==> src/verilog/dbgtr_pkg.sv <==
// constants and carrier types for the debug command tail and opcode tracking
// assumes one 10 MHz system clock shared by the core, the command decoder
// and the tracking pins
package dbgtr_pkg;
    localparam logic [15:0] DBGTR_CMD_NULL = 16'h0000;
    localparam logic [15:0] DBGTR_CMD_PRST = 16'h0400;
    localparam logic [15:0] DBGTR_CMD_CALL = 16'h0800;
    localparam logic [16:0] DBGTR_RSP_DONE = 17'h0FFFF;
    localparam logic [16:0] DBGTR_RSP_ERR  = 17'h10001;
    localparam logic [16:0] DBGTR_RSP_ILL  = 17'h1FFFF;
    localparam int          DBGTR_CLK_NS   = 100;
    localparam int          DBGTR_RST_CLKS = 512;
    localparam logic [9:0]  DBGTR_CNT_ONE  = 10'h001;
    localparam logic [9:0]  DBGTR_CNT_ZERO = 10'h000;
    localparam logic [1:0]  DBGTR_ADV_ONE  = 2'h1;
    localparam logic [1:0]  DBGTR_ADV_TWO  = 2'h2;

    typedef struct packed {
        logic        valid;
        logic [15:0] word;
    } dbgtr_stage_type;

    typedef struct packed {
        logic        push_req;
        logic [31:0] push_data;
        logic [31:0] push_addr;
        logic        pc_load;
        logic [31:0] pc_value;
        logic        exit_debug;
    } dbgtr_core_req_type;

    typedef enum {
        DBGTR_IDLE,
        DBGTR_PUSH,
        DBGTR_PREF,
        DBGTR_PRST,
        DBGTR_RESP
    } dbgtr_state_type;
endpackage

==> src/verilog/dbgtr_stage.sv <==
// one pipeline stage: word register with validity bit
// assumes the parent decides load and clear in the same cycle
`timescale 1ns/1ps
`default_nettype none
module dbgtr_stage
    import dbgtr_pkg::*;
(
    input  wire logic            clk_i,
    input  wire logic            rst_n_i,
    input  wire logic            load_i,
    input  wire logic            clear_i,
    input  wire logic [15:0]     word_i,
    output var  dbgtr_stage_type stage_o
);
    dbgtr_stage_type stage;
    dbgtr_stage_type next_stage;

    always_comb begin
        next_stage = stage;
        // a load beats a clear so a word moving in is never lost
        if (load_i) begin
            next_stage.valid = 1'b1;
            next_stage.word  = word_i;
        end else if (clear_i) begin
            next_stage.valid = 1'b0;
        end
    end

    always_ff @(posedge clk_i or negedge rst_n_i) begin
        if (!rst_n_i) begin
            stage <= '0;
        end else begin
            stage <= next_stage;
        end
    end

    assign stage_o = stage;
endmodule
`default_nettype wire

==> src/verilog/dbgtr_top.sv <==
// debug command tail (patch-call, peripheral reset, null, unassigned)
// and opcode tracking outputs for fetch and pipe advance
// assumes the core gives fetch, advance and push/prefetch results in sync
// with clk_i; the serial shifter takes resp_o when resp_valid_o pulses
`timescale 1ns/1ps
`default_nettype none
module dbgtr_top
    import dbgtr_pkg::*;
#(
    parameter int RST_CLKS = DBGTR_RST_CLKS
) (
    input  wire logic               clk_i,
    input  wire logic               rst_n_i,
    input  wire logic               cmd_valid_i,
    input  wire logic [15:0]        cmd_word_i,
    input  wire logic [31:0]        cmd_operand_i,
    input  wire logic [31:0]        return_pc_i,
    input  wire logic [31:0]        stack_ptr_i,
    input  wire logic               push_done_i,
    input  wire logic               push_err_i,
    input  wire logic               pref_done_i,
    input  wire logic               pref_err_i,
    input  wire logic               fetch_i,
    input  wire logic               flush_i,
    input  wire logic               loop_recirc_i,
    input  wire logic [15:0]        fetch_word_i,
    input  wire logic [1:0]         advance_i,
    output var  dbgtr_core_req_type core_req_o,
    output logic                    trap_o,
    output logic                    periph_rst_n_o,
    output logic                    resp_valid_o,
    output logic [16:0]             resp_o,
    output logic                    debug_mode_o,
    output logic                    busy_o,
    output logic                    fetch_indicator_n_o,
    output logic                    pipe_advance_indicator_n_o,
    output logic [2:0]              stage_valid_o
);
    localparam logic [9:0] RST_CNT = 10'(RST_CLKS);

    dbgtr_state_type    state, next_state;
    dbgtr_core_req_type req, next_req;
    logic [9:0]         cnt, next_cnt;
    logic [16:0]        resp, next_resp;
    logic               resp_v, next_resp_v;
    logic               trap, next_trap;
    logic               prst_n, next_prst_n;
    logic               dbg, next_dbg;
    logic               busy, next_busy;

    // command sequencer
    always_comb begin
        next_state  = state;
        next_req    = req;
        next_cnt    = cnt;
        next_resp   = resp;
        next_resp_v = 1'b0;
        next_trap   = 1'b0;
        next_prst_n = prst_n;
        next_dbg    = dbg;
        next_req.exit_debug = 1'b0;
        next_req.pc_load    = 1'b0;
        case (state)
            DBGTR_IDLE: begin
                if (cmd_valid_i && dbg) begin
                    case (cmd_word_i)
                        DBGTR_CMD_CALL: begin
                            next_req.push_req  = 1'b1;
                            next_req.push_data = return_pc_i;
                            next_req.push_addr = stack_ptr_i;
                            next_req.pc_value  = cmd_operand_i;
                            next_state = DBGTR_PUSH;
                        end
                        DBGTR_CMD_PRST: begin
                            next_prst_n = 1'b0;
                            next_cnt    = RST_CNT;
                            next_state  = DBGTR_PRST;
                        end
                        DBGTR_CMD_NULL: begin
                            next_resp   = DBGTR_RSP_DONE;
                            next_resp_v = 1'b1;
                        end
                        default: begin
                            // ill status still uses exactly one shift
                            next_resp   = DBGTR_RSP_ILL;
                            next_resp_v = 1'b1;
                        end
                    endcase
                end
            end
            DBGTR_PUSH: begin
                if (push_err_i) begin
                    next_req.push_req = 1'b0;
                    next_resp   = DBGTR_RSP_ERR;
                    next_resp_v = 1'b1;
                    next_state  = DBGTR_IDLE;
                end else if (push_done_i) begin
                    next_req.push_req   = 1'b0;
                    next_req.pc_load    = 1'b1;
                    next_req.exit_debug = 1'b1;
                    next_dbg   = 1'b0;
                    next_state = DBGTR_PREF;
                end
            end
            DBGTR_PREF: begin
                // debug is already left; a fault here is a normal trap
                if (pref_err_i) begin
                    next_trap  = 1'b1;
                    next_state = DBGTR_IDLE;
                end else if (pref_done_i) begin
                    next_state = DBGTR_IDLE;
                end
            end
            DBGTR_PRST: begin
                if (cnt == DBGTR_CNT_ONE) begin
                    next_prst_n = 1'b1;
                    next_cnt    = DBGTR_CNT_ZERO;
                    next_state  = DBGTR_RESP;
                end else begin
                    next_cnt = cnt - DBGTR_CNT_ONE;
                end
            end
            DBGTR_RESP: begin
                next_resp   = DBGTR_RSP_DONE;
                next_resp_v = 1'b1;
                next_state  = DBGTR_IDLE;
            end
            default: next_state = DBGTR_IDLE;
        endcase
        // registered so that busy_o comes straight from a flip-flop
        next_busy = (next_state != DBGTR_IDLE);
    end

    always_ff @(posedge clk_i or negedge rst_n_i) begin
        if (!rst_n_i) begin
            state  <= DBGTR_IDLE;
            req    <= '0;
            cnt    <= DBGTR_CNT_ZERO;
            resp   <= '0;
            resp_v <= 1'b0;
            trap   <= 1'b0;
            prst_n <= 1'b1;
            dbg    <= 1'b1;
            busy   <= 1'b0;
        end else begin
            state  <= next_state;
            req    <= next_req;
            cnt    <= next_cnt;
            resp   <= next_resp;
            resp_v <= next_resp_v;
            trap   <= next_trap;
            prst_n <= next_prst_n;
            dbg    <= next_dbg;
            busy   <= next_busy;
        end
    end

    // opcode tracking pins
    logic       fi_n, next_fi_n;
    logic       fi_hold, next_fi_hold;
    logic       pa_n, next_pa_n;
    logic       pa_hold, next_pa_hold;

    always_comb begin
        next_fi_n    = 1'b1;
        next_fi_hold = 1'b0;
        // no privilege input: user and supervisor fetches look alike
        if (fi_hold) begin
            next_fi_n = 1'b0;
        end else if (fetch_i && !loop_recirc_i) begin
            next_fi_n    = 1'b0;
            next_fi_hold = flush_i;
        end
        next_pa_n    = 1'b1;
        next_pa_hold = 1'b0;
        // driven from clk so it moves with the system clock only
        if (pa_hold) begin
            next_pa_n = 1'b0;
        end else if (advance_i == DBGTR_ADV_ONE) begin
            next_pa_n = 1'b0;
        end else if (advance_i == DBGTR_ADV_TWO) begin
            next_pa_n    = 1'b0;
            next_pa_hold = 1'b1;
        end
    end

    always_ff @(posedge clk_i or negedge rst_n_i) begin
        if (!rst_n_i) begin
            fi_n    <= 1'b1;
            fi_hold <= 1'b0;
            pa_n    <= 1'b1;
            pa_hold <= 1'b0;
        end else begin
            fi_n    <= next_fi_n;
            fi_hold <= next_fi_hold;
            pa_n    <= next_pa_n;
            pa_hold <= next_pa_hold;
        end
    end

    // three-stage pipeline model
    dbgtr_stage_type sa, sb, sc;
    logic            a_load, a_clr, b_load, b_clr, c_load;
    logic            adv_any, adv_full;

    assign adv_any  = (advance_i != 2'h0);
    assign adv_full = (advance_i == DBGTR_ADV_TWO);
    // receiver set, supplier cleared; words ripple into an empty stage b, while stage c loads only on a full advance
    // a flush must not let an old word slip past the clear
    assign c_load = adv_full && sb.valid && !flush_i;
    assign b_load = (adv_any || !sb.valid) && sa.valid && !flush_i;
    assign b_clr  = adv_any || flush_i;
    assign a_load = fetch_i && !loop_recirc_i;
    assign a_clr  = b_load || flush_i;

    dbgtr_stage u_stage_a (
        .clk_i   (clk_i),
        .rst_n_i (rst_n_i),
        .load_i  (a_load),
        .clear_i (a_clr),
        .word_i  (fetch_word_i),
        .stage_o (sa)
    );
    dbgtr_stage u_stage_b (
        .clk_i   (clk_i),
        .rst_n_i (rst_n_i),
        .load_i  (b_load),
        .clear_i (b_clr),
        .word_i  (sa.word),
        .stage_o (sb)
    );
    dbgtr_stage u_stage_c (
        .clk_i   (clk_i),
        .rst_n_i (rst_n_i),
        .load_i  (c_load),
        .clear_i (flush_i),
        .word_i  (sb.word),
        .stage_o (sc)
    );

    assign core_req_o                 = req;
    assign trap_o                     = trap;
    assign periph_rst_n_o             = prst_n;
    assign resp_valid_o               = resp_v;
    assign resp_o                     = resp;
    assign debug_mode_o               = dbg;
    assign busy_o                     = busy;
    assign fetch_indicator_n_o        = fi_n;
    assign pipe_advance_indicator_n_o = pa_n;
    assign stage_valid_o              = {sc.valid, sb.valid, sa.valid};

    property p_rst_len;
        @(posedge clk_i) disable iff (!rst_n_i)
        $fell(prst_n) |-> !prst_n [*8];
    endproperty
    a_rst_len: assert property (p_rst_len)
        else $error("reset output too short");

    property p_rst_resp;
        @(posedge clk_i) disable iff (!rst_n_i)
        $rose(prst_n) |=> resp_v && resp == DBGTR_RSP_DONE;
    endproperty
    a_rst_resp: assert property (p_rst_resp)
        else $error("no completion after peripheral reset");

    property p_null;
        @(posedge clk_i) disable iff (!rst_n_i)
        state == DBGTR_IDLE && dbg && cmd_valid_i
            && cmd_word_i == DBGTR_CMD_NULL
            |=> resp_v && resp == DBGTR_RSP_DONE;
    endproperty
    a_null: assert property (p_null)
        else $error("null command lacks completion");

    property p_ill;
        @(posedge clk_i) disable iff (!rst_n_i)
        state == DBGTR_IDLE && dbg && cmd_valid_i
            && cmd_word_i != DBGTR_CMD_NULL && cmd_word_i != DBGTR_CMD_PRST
            && cmd_word_i != DBGTR_CMD_CALL
            |=> resp_v && resp == DBGTR_RSP_ILL && state == DBGTR_IDLE;
    endproperty
    a_ill: assert property (p_ill)
        else $error("unassigned command not answered command_response_a");

    property p_push_err;
        @(posedge clk_i) disable iff (!rst_n_i)
        state == DBGTR_PUSH && push_err_i
            |=> dbg && resp == DBGTR_RSP_ERR && resp_v;
    endproperty
    a_push_err: assert property (p_push_err)
        else $error("push error must stay in debug with error status");

    property p_call_exit;
        @(posedge clk_i) disable iff (!rst_n_i)
        state == DBGTR_PUSH && push_done_i && !push_err_i
            |=> !dbg && req.pc_load && req.pc_value == $past(req.pc_value);
    endproperty
    a_call_exit: assert property (p_call_exit)
        else $error("call did not load counter and exit");

    property p_pref_trap;
        @(posedge clk_i) disable iff (!rst_n_i)
        state == DBGTR_PREF && pref_err_i |=> trap && !dbg;
    endproperty
    a_pref_trap: assert property (p_pref_trap)
        else $error("prefetch error not trapped");

    property p_flush_fi;
        @(posedge clk_i) disable iff (!rst_n_i)
        fetch_i && flush_i && !loop_recirc_i && !fi_hold
            |=> !fi_n ##1 !fi_n;
    endproperty
    a_flush_fi: assert property (p_flush_fi)
        else $error("flush fetch indicator not two clocks");

    property p_loop;
        @(posedge clk_i) disable iff (!rst_n_i)
        loop_recirc_i && !fi_hold |=> fi_n;
    endproperty
    a_loop: assert property (p_loop)
        else $error("fetch indicated while recirculating");

    property p_adv_two;
        @(posedge clk_i) disable iff (!rst_n_i)
        advance_i == DBGTR_ADV_TWO && !pa_hold |=> !pa_n ##1 !pa_n;
    endproperty
    a_adv_two: assert property (p_adv_two)
        else $error("full advance not two clocks");

    property p_adv_c;
        @(posedge clk_i) disable iff (!rst_n_i)
        adv_full && sb.valid && !flush_i
            |=> sc.valid && sc.word == $past(sb.word);
    endproperty
    a_adv_c: assert property (p_adv_c)
        else $error("execute stage not loaded on full advance");
endmodule
`default_nettype wire

==> config.mk <==
export PLATFORM = sky130hd
export DESIGN_NAME = dbgtr_top
export DESIGN_NICKNAME = d
export VERILOG_FILES = /design/src/verilog/dbgtr_pkg.sv /design/src/verilog/dbgtr_stage.sv /design/src/verilog/dbgtr_top.sv
export SDC_FILE = /design/constraint.sdc
export NUM_CORES = 1
export LEC_CHECK = 0
export BUFFER_PORTS_ARGS = -buffer_cell sky130_fd_sc_hd__buf_4
export CAP_MARGIN = 0
export CORE_MARGIN = 2
export CORE_UTILIZATION = 47
export DETAILED_ROUTE_END_ITERATION = 8
export MAX_ROUTING_LAYER = met4
export PLACE_DENSITY = 0.9
export SLEW_MARGIN = 15
export SYNTH_ARGS = -nofsm -noshare
export SYNTH_HDL_FRONTEND = slang
export SYNTH_SLANG_ARGS = --single-unit
==> constraint.sdc <==
create_clock -name clk_i -period 2.8 [get_ports clk_i]
set_input_delay 0.56 -clock clk_i [delete_from_list [all_inputs] [get_ports clk_i]]
set_output_delay 0.56 -clock clk_i [all_outputs]
set_load 0.01 [all_outputs]
# == Word level (Yosys, flattened, before mapping) ==
# Index checks and enable logic that the tools add are counted.
# word_totals
regBits,169
word_cells,117
# op_classes
addsub,1
eq_ne,16
mux,50
bitwise_logic,1
reduce_logical,29
# op_table
operator,n
32-bit 2-to-1 mux,6
65-bit 2-to-1 mux,2
32-bit case mux with 4 select lines,1
"32-bit by 2-bit equality test with 1-bit output, second input constant",2
32-bit case mux with 2 select lines,1
17-bit case mux with 3 select lines,1
17-bit 2-to-1 mux,2
17-bit case mux with 2 select lines,1
"32-bit by 1-bit equality test with 1-bit output, second input constant",1
"32-bit by 3-bit equality test with 1-bit output, second input constant",1
32-bit zero test,1
32-bit nonzero test,1
10-bit 2-to-1 mux,3
1-bit 2-to-1 mux,29
10-bit case mux with 2 select lines,1
"16-bit by 11-bit equality test with 1-bit output, second input constant",1
"16-bit by 12-bit equality test with 1-bit output, second input constant",1
16-bit zero test,1
4-bit AND reduction,3
2-bit nonzero test,6
"10-bit by 1-bit equality test with 1-bit output, second input constant",1
"10-bit by 1-bit subtractor with 10-bit output, second input constant",1
3-bit AND reduction,3
"2-bit != test, second input constant",4
12 further kinds,23

# == Depth between registers and ports, before layout ==
# Gate-level depths: netlist (run 1).
# logic_depth
ltp_word,7
ltp_mapped,7
mapped_depth_nobuf,7

# == By module ==
# Synthesis (run 1) repeated with hierarchy kept, for this count alone.
# hier_totals
cells_unflattened,525
area_unflattened_um2,7997.7
# modules_own_cells
module,n_inst,cells_per_inst,area_each_um2
dbgtr_top,1,414,5948.2
dbgtr_stage,3,37,683.2

# == Worst setup path after synthesis (run 1) ==
# No wires, ideal clock.
# synth_path
kind,input -> register
startpoint,input cmd_word_i[8]
endpoint,register cnt[5]
arrival_time_ns,2.124
slack_ns,0.550
stages,5
n_path_buf,0
cell_sequence,nor4_2 nand4_2 or4_4 a21o_1 a221o_1
# synth_between
elab_chain_cells,3
# synth_lines
element,line_no,rtl
"start, declared",dbgtr_top.sv:15,"input wire logic [15:0] cmd_word_i,"
16-bit by 11-bit equality test with 1-bit output,dbgtr_top.sv:66,case (cmd_word_i)
2-bit by 1-bit != test with 1-bit output (no line),--,
3-bit AND reduction (no line),--,
"end signal, assigned",dbgtr_top.sv:148,cnt <= next_cnt;
"end, declared",dbgtr_top.sv:43,"logic [9:0] cnt, next_cnt;"
# No other way between the ends.
# A chain may end at the register's enable or synchronous reset.

# == Final worst setup path (run 1) ==
# layout_path
startpoint,register state[22]
endpoint,"register req, in the netlist core_req_o[72]"
# layout_between
elab_chain_cells,2
# layout_lines
element,line_no,rtl
"start, declared",dbgtr_top.sv:41,"dbgtr_state_type state, next_state;"
"start signal, assigned",dbgtr_top.sv:146,state <= next_state;
32-bit zero test,dbgtr_top.sv:63,case (state)
3-bit AND reduction (no line),--,
"end signal, assigned",dbgtr_top.sv:147,req <= next_req;
"end, declared",dbgtr_top.sv:42,"dbgtr_core_req_type req, next_req;"
# No other way between the ends.

==> flow_summary.ini, run 1 <==
[status]
status = complete, no violations

[clock_tree]
cts_buffers = 17
post_cts_buffers = 0
clock_sinks = 155
cts_tree = built
clk_latency_ns = 0.41
cts-htree-levels = 4
clkSlewWorstSetupHoldPaths_ns = 0.06
cts_resized = 0
clock-root-buffer = clkbuf_16
clk_path_buf_depth = 2
holdBufCountCts = 0

[route]
wl_microns = 13700
drcViolationCount = 0
first_iter_violations = 182
routedWlPerCell_microns = 15.8
antenna_left = 0
viasPerCell = 4.92
dr.pass1.iters = 4
vias = 4283

[floorplan]
die_y_microns = 117
coreArea_sq_um = 12600
ioPinCount = 266
start_util_pct = 48.1
die-area_sq_um = 13800
rows = 41
chipWidth_microns = 117

[placed_design]
gp_congestion = 0.851
place_inst = 838
port-buffer-count = 249
dp_hpwl_microns = 10300
dpl_cell_area_sq_um = 8120

[pwr]
p_leak_nw = 4.69
power_mw = 4.82
p_per_area_nw_per_um2 = 552
ir_drop_uv = 361

[final_layout]
postLayoutCellArea_sq_um = 8730
multi_input_area_sq_um = 2040
drive_above_1_share_pct = 52.7
final_nets = 829
fill_cells = 881
diodes = 0
regArea_sq_um = 3880
area_growth_pct = 44.6
final_cells = 870

[global_routing]
grt_pass1_vias = 4618
overflow = 0
grt_pass1_wl_microns = 22400
track_usage_pct = 21.1
grt_max_degree = 69
antenna_found_initial = 0

[synth]
ys_seq_elements = 155
ys_warn_count = 0
syn_area_sq_um = 6040
syn_inst = 410
synth_cell_type_count = 57
async_reset_ff_share_pct = 100
synth.largest_area_cell = dfrtp_1
avgSynthCellArea_sq_um = 14.7
synth-main-ff-cell = dfrtp_1
synthDominantCellAreaShare_pct = 62.6
synth_edf_count = 0
synth_seq_area_share_pct = 64.3
synth_area_leaders = dfrtp_1 (63%), mux2_2 (12%), mux2_1 (5.4%), buf_4 (1.9%), dfstp_2 (1.7%)

[critical_path]
crit_required_ns = 3.09
worstSetupStartpointType = register
critical_path_class = reg2reg
r2r_slack_ns = 0.51
path_max_fanout = 29
rr_endpoint = core_req_o[72]
crit_arrival_ns = 2.58
end_kind = register
r2r_cells = 6
r2r_start = state[22]

[flow_run]
drv_cap = 0

[sta]
worst_pin_slew_ns = 0.611
period_minus_slack_ns = 2.29
grt_setup_unrepaired = false
max_freq_mhz = 437
final_max_slew_viol_count = 0
relSlewSlack_pct = 59.3
timing_hold_violations_final = 0
clock_skew_ns = 0.00824
fin_crit_sh_pct = 81.8
holdWs_ns = 0.137
setup_viol = 0
final.setup.tns_ns = 0

[worst_hold_path]
hp-class = in2async
==> cells in the mapped netlist (all sizes together), types with 2 or more instances <==
cell,n
inv,11
o2bb2ai,2
nand2,7
ha,4
or2,3
o21ai,7
buf,25
clkbuf,2
nor4,14
a21oi,9
dfstp,4
nor2,14
or3b,2
or4,2
a21o,2
nor2b,3
mux2,96
nor3,11
a22o,2
xnor2,3
nand4,4
dfrtp,151
or3,2
and3,4
a31oi,3
nand3,3
==> kinds of logic after synthesis <==
family	share of synthesized area, %
AOI/OAI and AO/OA	4.10
xor gates and xnor gates	0.580
adders and majority gates	0.829
buffers and inverters	3.79
DFF	64.3
muxes	18.1
other	0.0621
and+or+nand+nor	8.27
==> placed cells by master (no fill, tap or decap), types with 2 or more instances in the layout <==
master	n
a21oi_1	9
and3_1	4
xnor2_1	3
buf_12	2
ha_1	4
clkbuf_1	6
nor2_1	14
inv_1	11
o21ai_0	7
clkbuf_16	17
nor3_2	2
nand2_1	7
o2bb2ai_1	2
bufinv_16	3
nor4_4	2
clkbuf_8	4
nand4_2	2
mux2_1	29
a21o_1	2
nor2b_1	3
nor4_1	10
nor4_2	2
conb_1	29
nor3_1	9
mux2_2	67
nand4_1	2
dfrtp_1	151
or3_1	2
dfstp_2	4
buf_4	252
or2_2	3
a31oi_1	3
==> flip-flops by register name, summed over array words and instances, names as in the netlist <==
name	flops
u_stage_b.stage_o	1
trap_o	1
cnt	10
resp_valid_o	1
state	32
pipe_advance_indicator_n_o	1
periph_rst_n_o	1
debug_mode_o	1
fi_hold	1
busy_o	1
fetch_indicator_n_o	1
resp_o	3
u_stage_a.stage_o	1
u_stage_c.stage_o	1
core_req_o	98
pa_hold	1
==> final cells by class <==
class	count	area share, %
sequential	155	44.5
multi-input combinational	245	23.4
timing repair buffer	255	22.3
clock buffer	27	5.76
tap	172	2.46
clock inverter	5	1.22
inverter	11	0.473
==> critical path: stages (launching register included) <==
cell and delay, ns:
dfrtp_1 0.36, nor4_1 0.30, nand4_1 0.30, nor3_2 0.43, nand3_4 0.14, buf_4 0.28, mux2_1 0.35
==> metrics by stage <==
stage                     setup slack (ns)  utilization [%]
after floorplan                      0.550                -
after global placement               0.330             64.6
after detailed placement             0.245             64.6
after CTS                            0.509             69.5
after global routing                 0.370             69.5
final                                0.510             69.5
==> report_power, final <==
group	internal, mW	switching [mW]
logic	0.129	0.0927
clock network	1.50	0.820
registers	2.27	0.0107
total	3.90	0.924
==> worst max path at each step <==
stage               depth (start not counted)             end  slack, ns           from
floorplan                                   5          cnt[5]       0.55  cmd_word_i[8]
global placement                            6          cnt[5]       0.33  cmd_word_i[1]
detailed placement                          6          cnt[2]       0.25  cmd_word_i[8]
CTS                                         6  core_req_o[72]       0.51      state[22]
global route                                6  core_req_o[73]       0.37      state[28]
finish                                      6  core_req_o[72]       0.51      state[22]
==> routing by layer <==
metal	part of all wire [%]	GRT usage, %	wire length (microns)
met4	1.6	7.76	224
met3	7.0	6.76	964
met1	37	21.4	5050
met2	55	38.2	7480
met5	0	-	0
Power figures use the tool's default switching activity.
==> run 2: changes to the inputs <==
--- a/config.mk
+++ b/config.mk
@@ -8,10 +8,10 @@
 export BUFFER_PORTS_ARGS = -buffer_cell sky130_fd_sc_hd__buf_4
 export CAP_MARGIN = 0
 export CORE_MARGIN = 2
-export CORE_UTILIZATION = 47
+export CORE_UTILIZATION = 43
 export DETAILED_ROUTE_END_ITERATION = 8
 export MAX_ROUTING_LAYER = met4
-export PLACE_DENSITY = 0.9
+export PLACE_DENSITY = 0.87
 export SLEW_MARGIN = 15
 export SYNTH_ARGS = -nofsm -noshare
 export SYNTH_HDL_FRONTEND = slang
==> constraint.sdc (replaced) <==
create_clock -name clk_i -period 1.85 [get_ports clk_i]
set_input_delay 0.37 -clock clk_i [delete_from_list [all_inputs] [get_ports clk_i]]
set_output_delay 0.37 -clock clk_i [all_outputs]
set_load 0.01 [all_outputs]
==> flow_summary.ini, run 2 (synthesis gave the netlist of run 1 again) <==
[critical_path]
crit_chain = nor4_2 > nand4_1 > nor3_4 > nand3_4 > buf_12 > clkbuf_16 > mux2_2
cp_slowest_stage_delay_ns = 0.40
worstSetupStartpointType = register
critPathSlowestCell = dfrtp_1
r2r_cells = 7
critical_path_class = reg2reg
end_kind = register
crit_required_ns = 2.16
rr_endpoint = core_req_o[37]
cp_num_cells = 7
path_max_fanout = 17
r2r_slack_ns = -0.34
crit_arrival_ns = 2.50
crit_buf_inv = 2
path_delay_family = simple AND/OR/NAND/NOR gates
r2r_start = state[28]

[final_layout]
largest_reg_flops = 98
drive_above_1_share_pct = 62.3
area_growth_pct = 56.4
final_nets = 877
final_common_cell = buf_4
diodes = 0
final_cell_mix = buf_4 (289), dfrtp_1 (151), mux2_2 (67)
postLayoutCellArea_sq_um = 9450

[sta]
grt_setup_unrepaired = true
fin_crit_sh_pct = 118
max_freq_mhz = 456
fin_ws_ns = -0.342
period_minus_slack_ns = 2.19
clock_skew_ns = 0.0177
timing_hold_violations_final = 0
worst_pin_slew_ns = 0.509
final.setup.tns_ns = -33.41
relSlewSlack_pct = 66.0
holdWs_ns = 0.0954
final_max_slew_viol_count = 0
setup_viol = 119

[global_routing]
track_usage_pct = 22.7
grt_max_degree = 52
grt_pass1_vias = 5002
overflow = 0
antenna_found_initial = 0
grt_pass1_wl_microns = 25100

[placed_design]
gp_congestion = 0.917
dpl_cell_area_sq_um = 8530
dp_hpwl_microns = 11800
port-buffer-count = 249

[pwr]
p_per_area_nw_per_um2 = 774
p_leak_nw = 5.09
ir_drop_uv = 663

[route]
first_iter_violations = 297
dr.pass1.iters = 4
antenna_left = 0
wl_microns = 17700
drcViolationCount = 0
viasPerCell = 5.05
vias = 4678
routedWlPerCell_microns = 19.1

[worst_hold_path]
worstHoldStart = fetch_i
min_to = fetch_indicator_n_o
hp-class = in2reg
hold_path_depth = 2

[floorplan]
rows = 43
chipWidth_microns = 123
start_util_pct = 43.8
ioPinCount = 266
die_y_microns = 123
die-area_sq_um = 15000
coreArea_sq_um = 13800

[clock_tree]
clk_path_buf_depth = 2
cts-htree-levels = 4
clkSlewWorstSetupHoldPaths_ns = 0.07
clock-root-buffer = clkbuf_16
clk_latency_ns = 0.43
cts_tree = built
cts_buffers = 17
clock_sinks = 155

[flow_run]
drv_cap = 0

[status]
status = complete, but fails checks
violations = setup timing
run 2: changes by cell type in the layout (fill, tap and decap cells not counted), moves of 3 or more:
cell,delta
clkbuf_1,-5
nor4_1,-4
clkbuf_8,-4
mux2_1,-29
clkbuf_16,+4
nor3_1,-3
clkinv_2,+3
buf_4,+37
mux2_4,+29
inv_6,+4
run 2: report_power, final:
part | total (mW) | internal (mW) | leakage, nW | switching (mW)
Combinational | 0.371 | 0.211 | 2.76 | 0.160
Clock | 3.49 | 2.02 | 0.289 | 1.47
Sequential | 3.46 | 3.43 | 2.04 | 0.0235
run 2: through the flow:
step | worst slack [ns] | total power [mW] | cells | utilization, %
2_1_floorplan | -0.122 | 3.55 | 438 | -
3_3_place_gp | -0.305 | 3.86 | 883 | 61.9
3_5_place_dp | -0.363 | 3.87 | 883 | 61.9
4_1_cts | -0.232 | 7.34 | 918 | 67.2
5_1_grt | -0.415 | 7.54 | 926 | 68.6
6_report | -0.342 | 7.31 | 926 | 68.6
run 2: worst max path at each step:
| stage | slack (ns) | start | end |
|---|---|---|---|
| 3_5_place_dp | -0.36 | cmd_word_i[8] | cnt[5] |
| 3_3_place_gp | -0.31 | cmd_word_i[1] | cnt[5] |
| 2_1_floorplan | -0.12 | state[6] | cnt[5] |
| 4_1_cts | -0.23 | state[23] | core_req_o[75] |
| 5_1_grt | -0.41 | state[28] | core_req_o[37] |
| 6_report | -0.34 | state[28] | core_req_o[37] |
run 2: final cells by class:
class / instances / area (sq um)
tap: 180 / 225
multi-input combinational: 245 / 2270
clock buffer: 18 / 429
sequential: 155 / 3880
clock inverter: 14 / 158
timing repair buffer: 303 / 2440
fill: 922 / 4330
inverter: 11 / 41.3
run 2: what timing repair did:
| action | in CTS | in global routing |
|---|---|---|
| setup endpoints to repair | 115 | 117 |
| hold buffers | 1 | 0 |
| hold endpoints to repair | 44 | 0 |
| gates resized for setup | 25 | 7 |
| buffers inserted | 3 | 3 |
| pin swaps | 7 | 6 |
| gates cloned | 0 | 6 |
run 2: layer usage:
| metal | routed length, microns | GRT usage (%) | vias up |
|---|---|---|---|
| met5 | 0 | - | - |
| met4 | 474 | 8.91 | 0 |
| met3 | 1250 | 6.32 | 38 |
| met2 | 9470 | 39.7 | 244 |
| met1 | 6530 | 24.4 | 2327 |
| li1 | - | - | 2069 |
run 2: worst register-to-register path: stages, from the launching register on:
cell	delay [ns]
dfrtp_1	0.40
nor4_2	0.37
nand4_1	0.28
nor3_4	0.25
nand3_4	0.12
buf_12	0.18
clkbuf_16	0.20
mux2_2	0.30
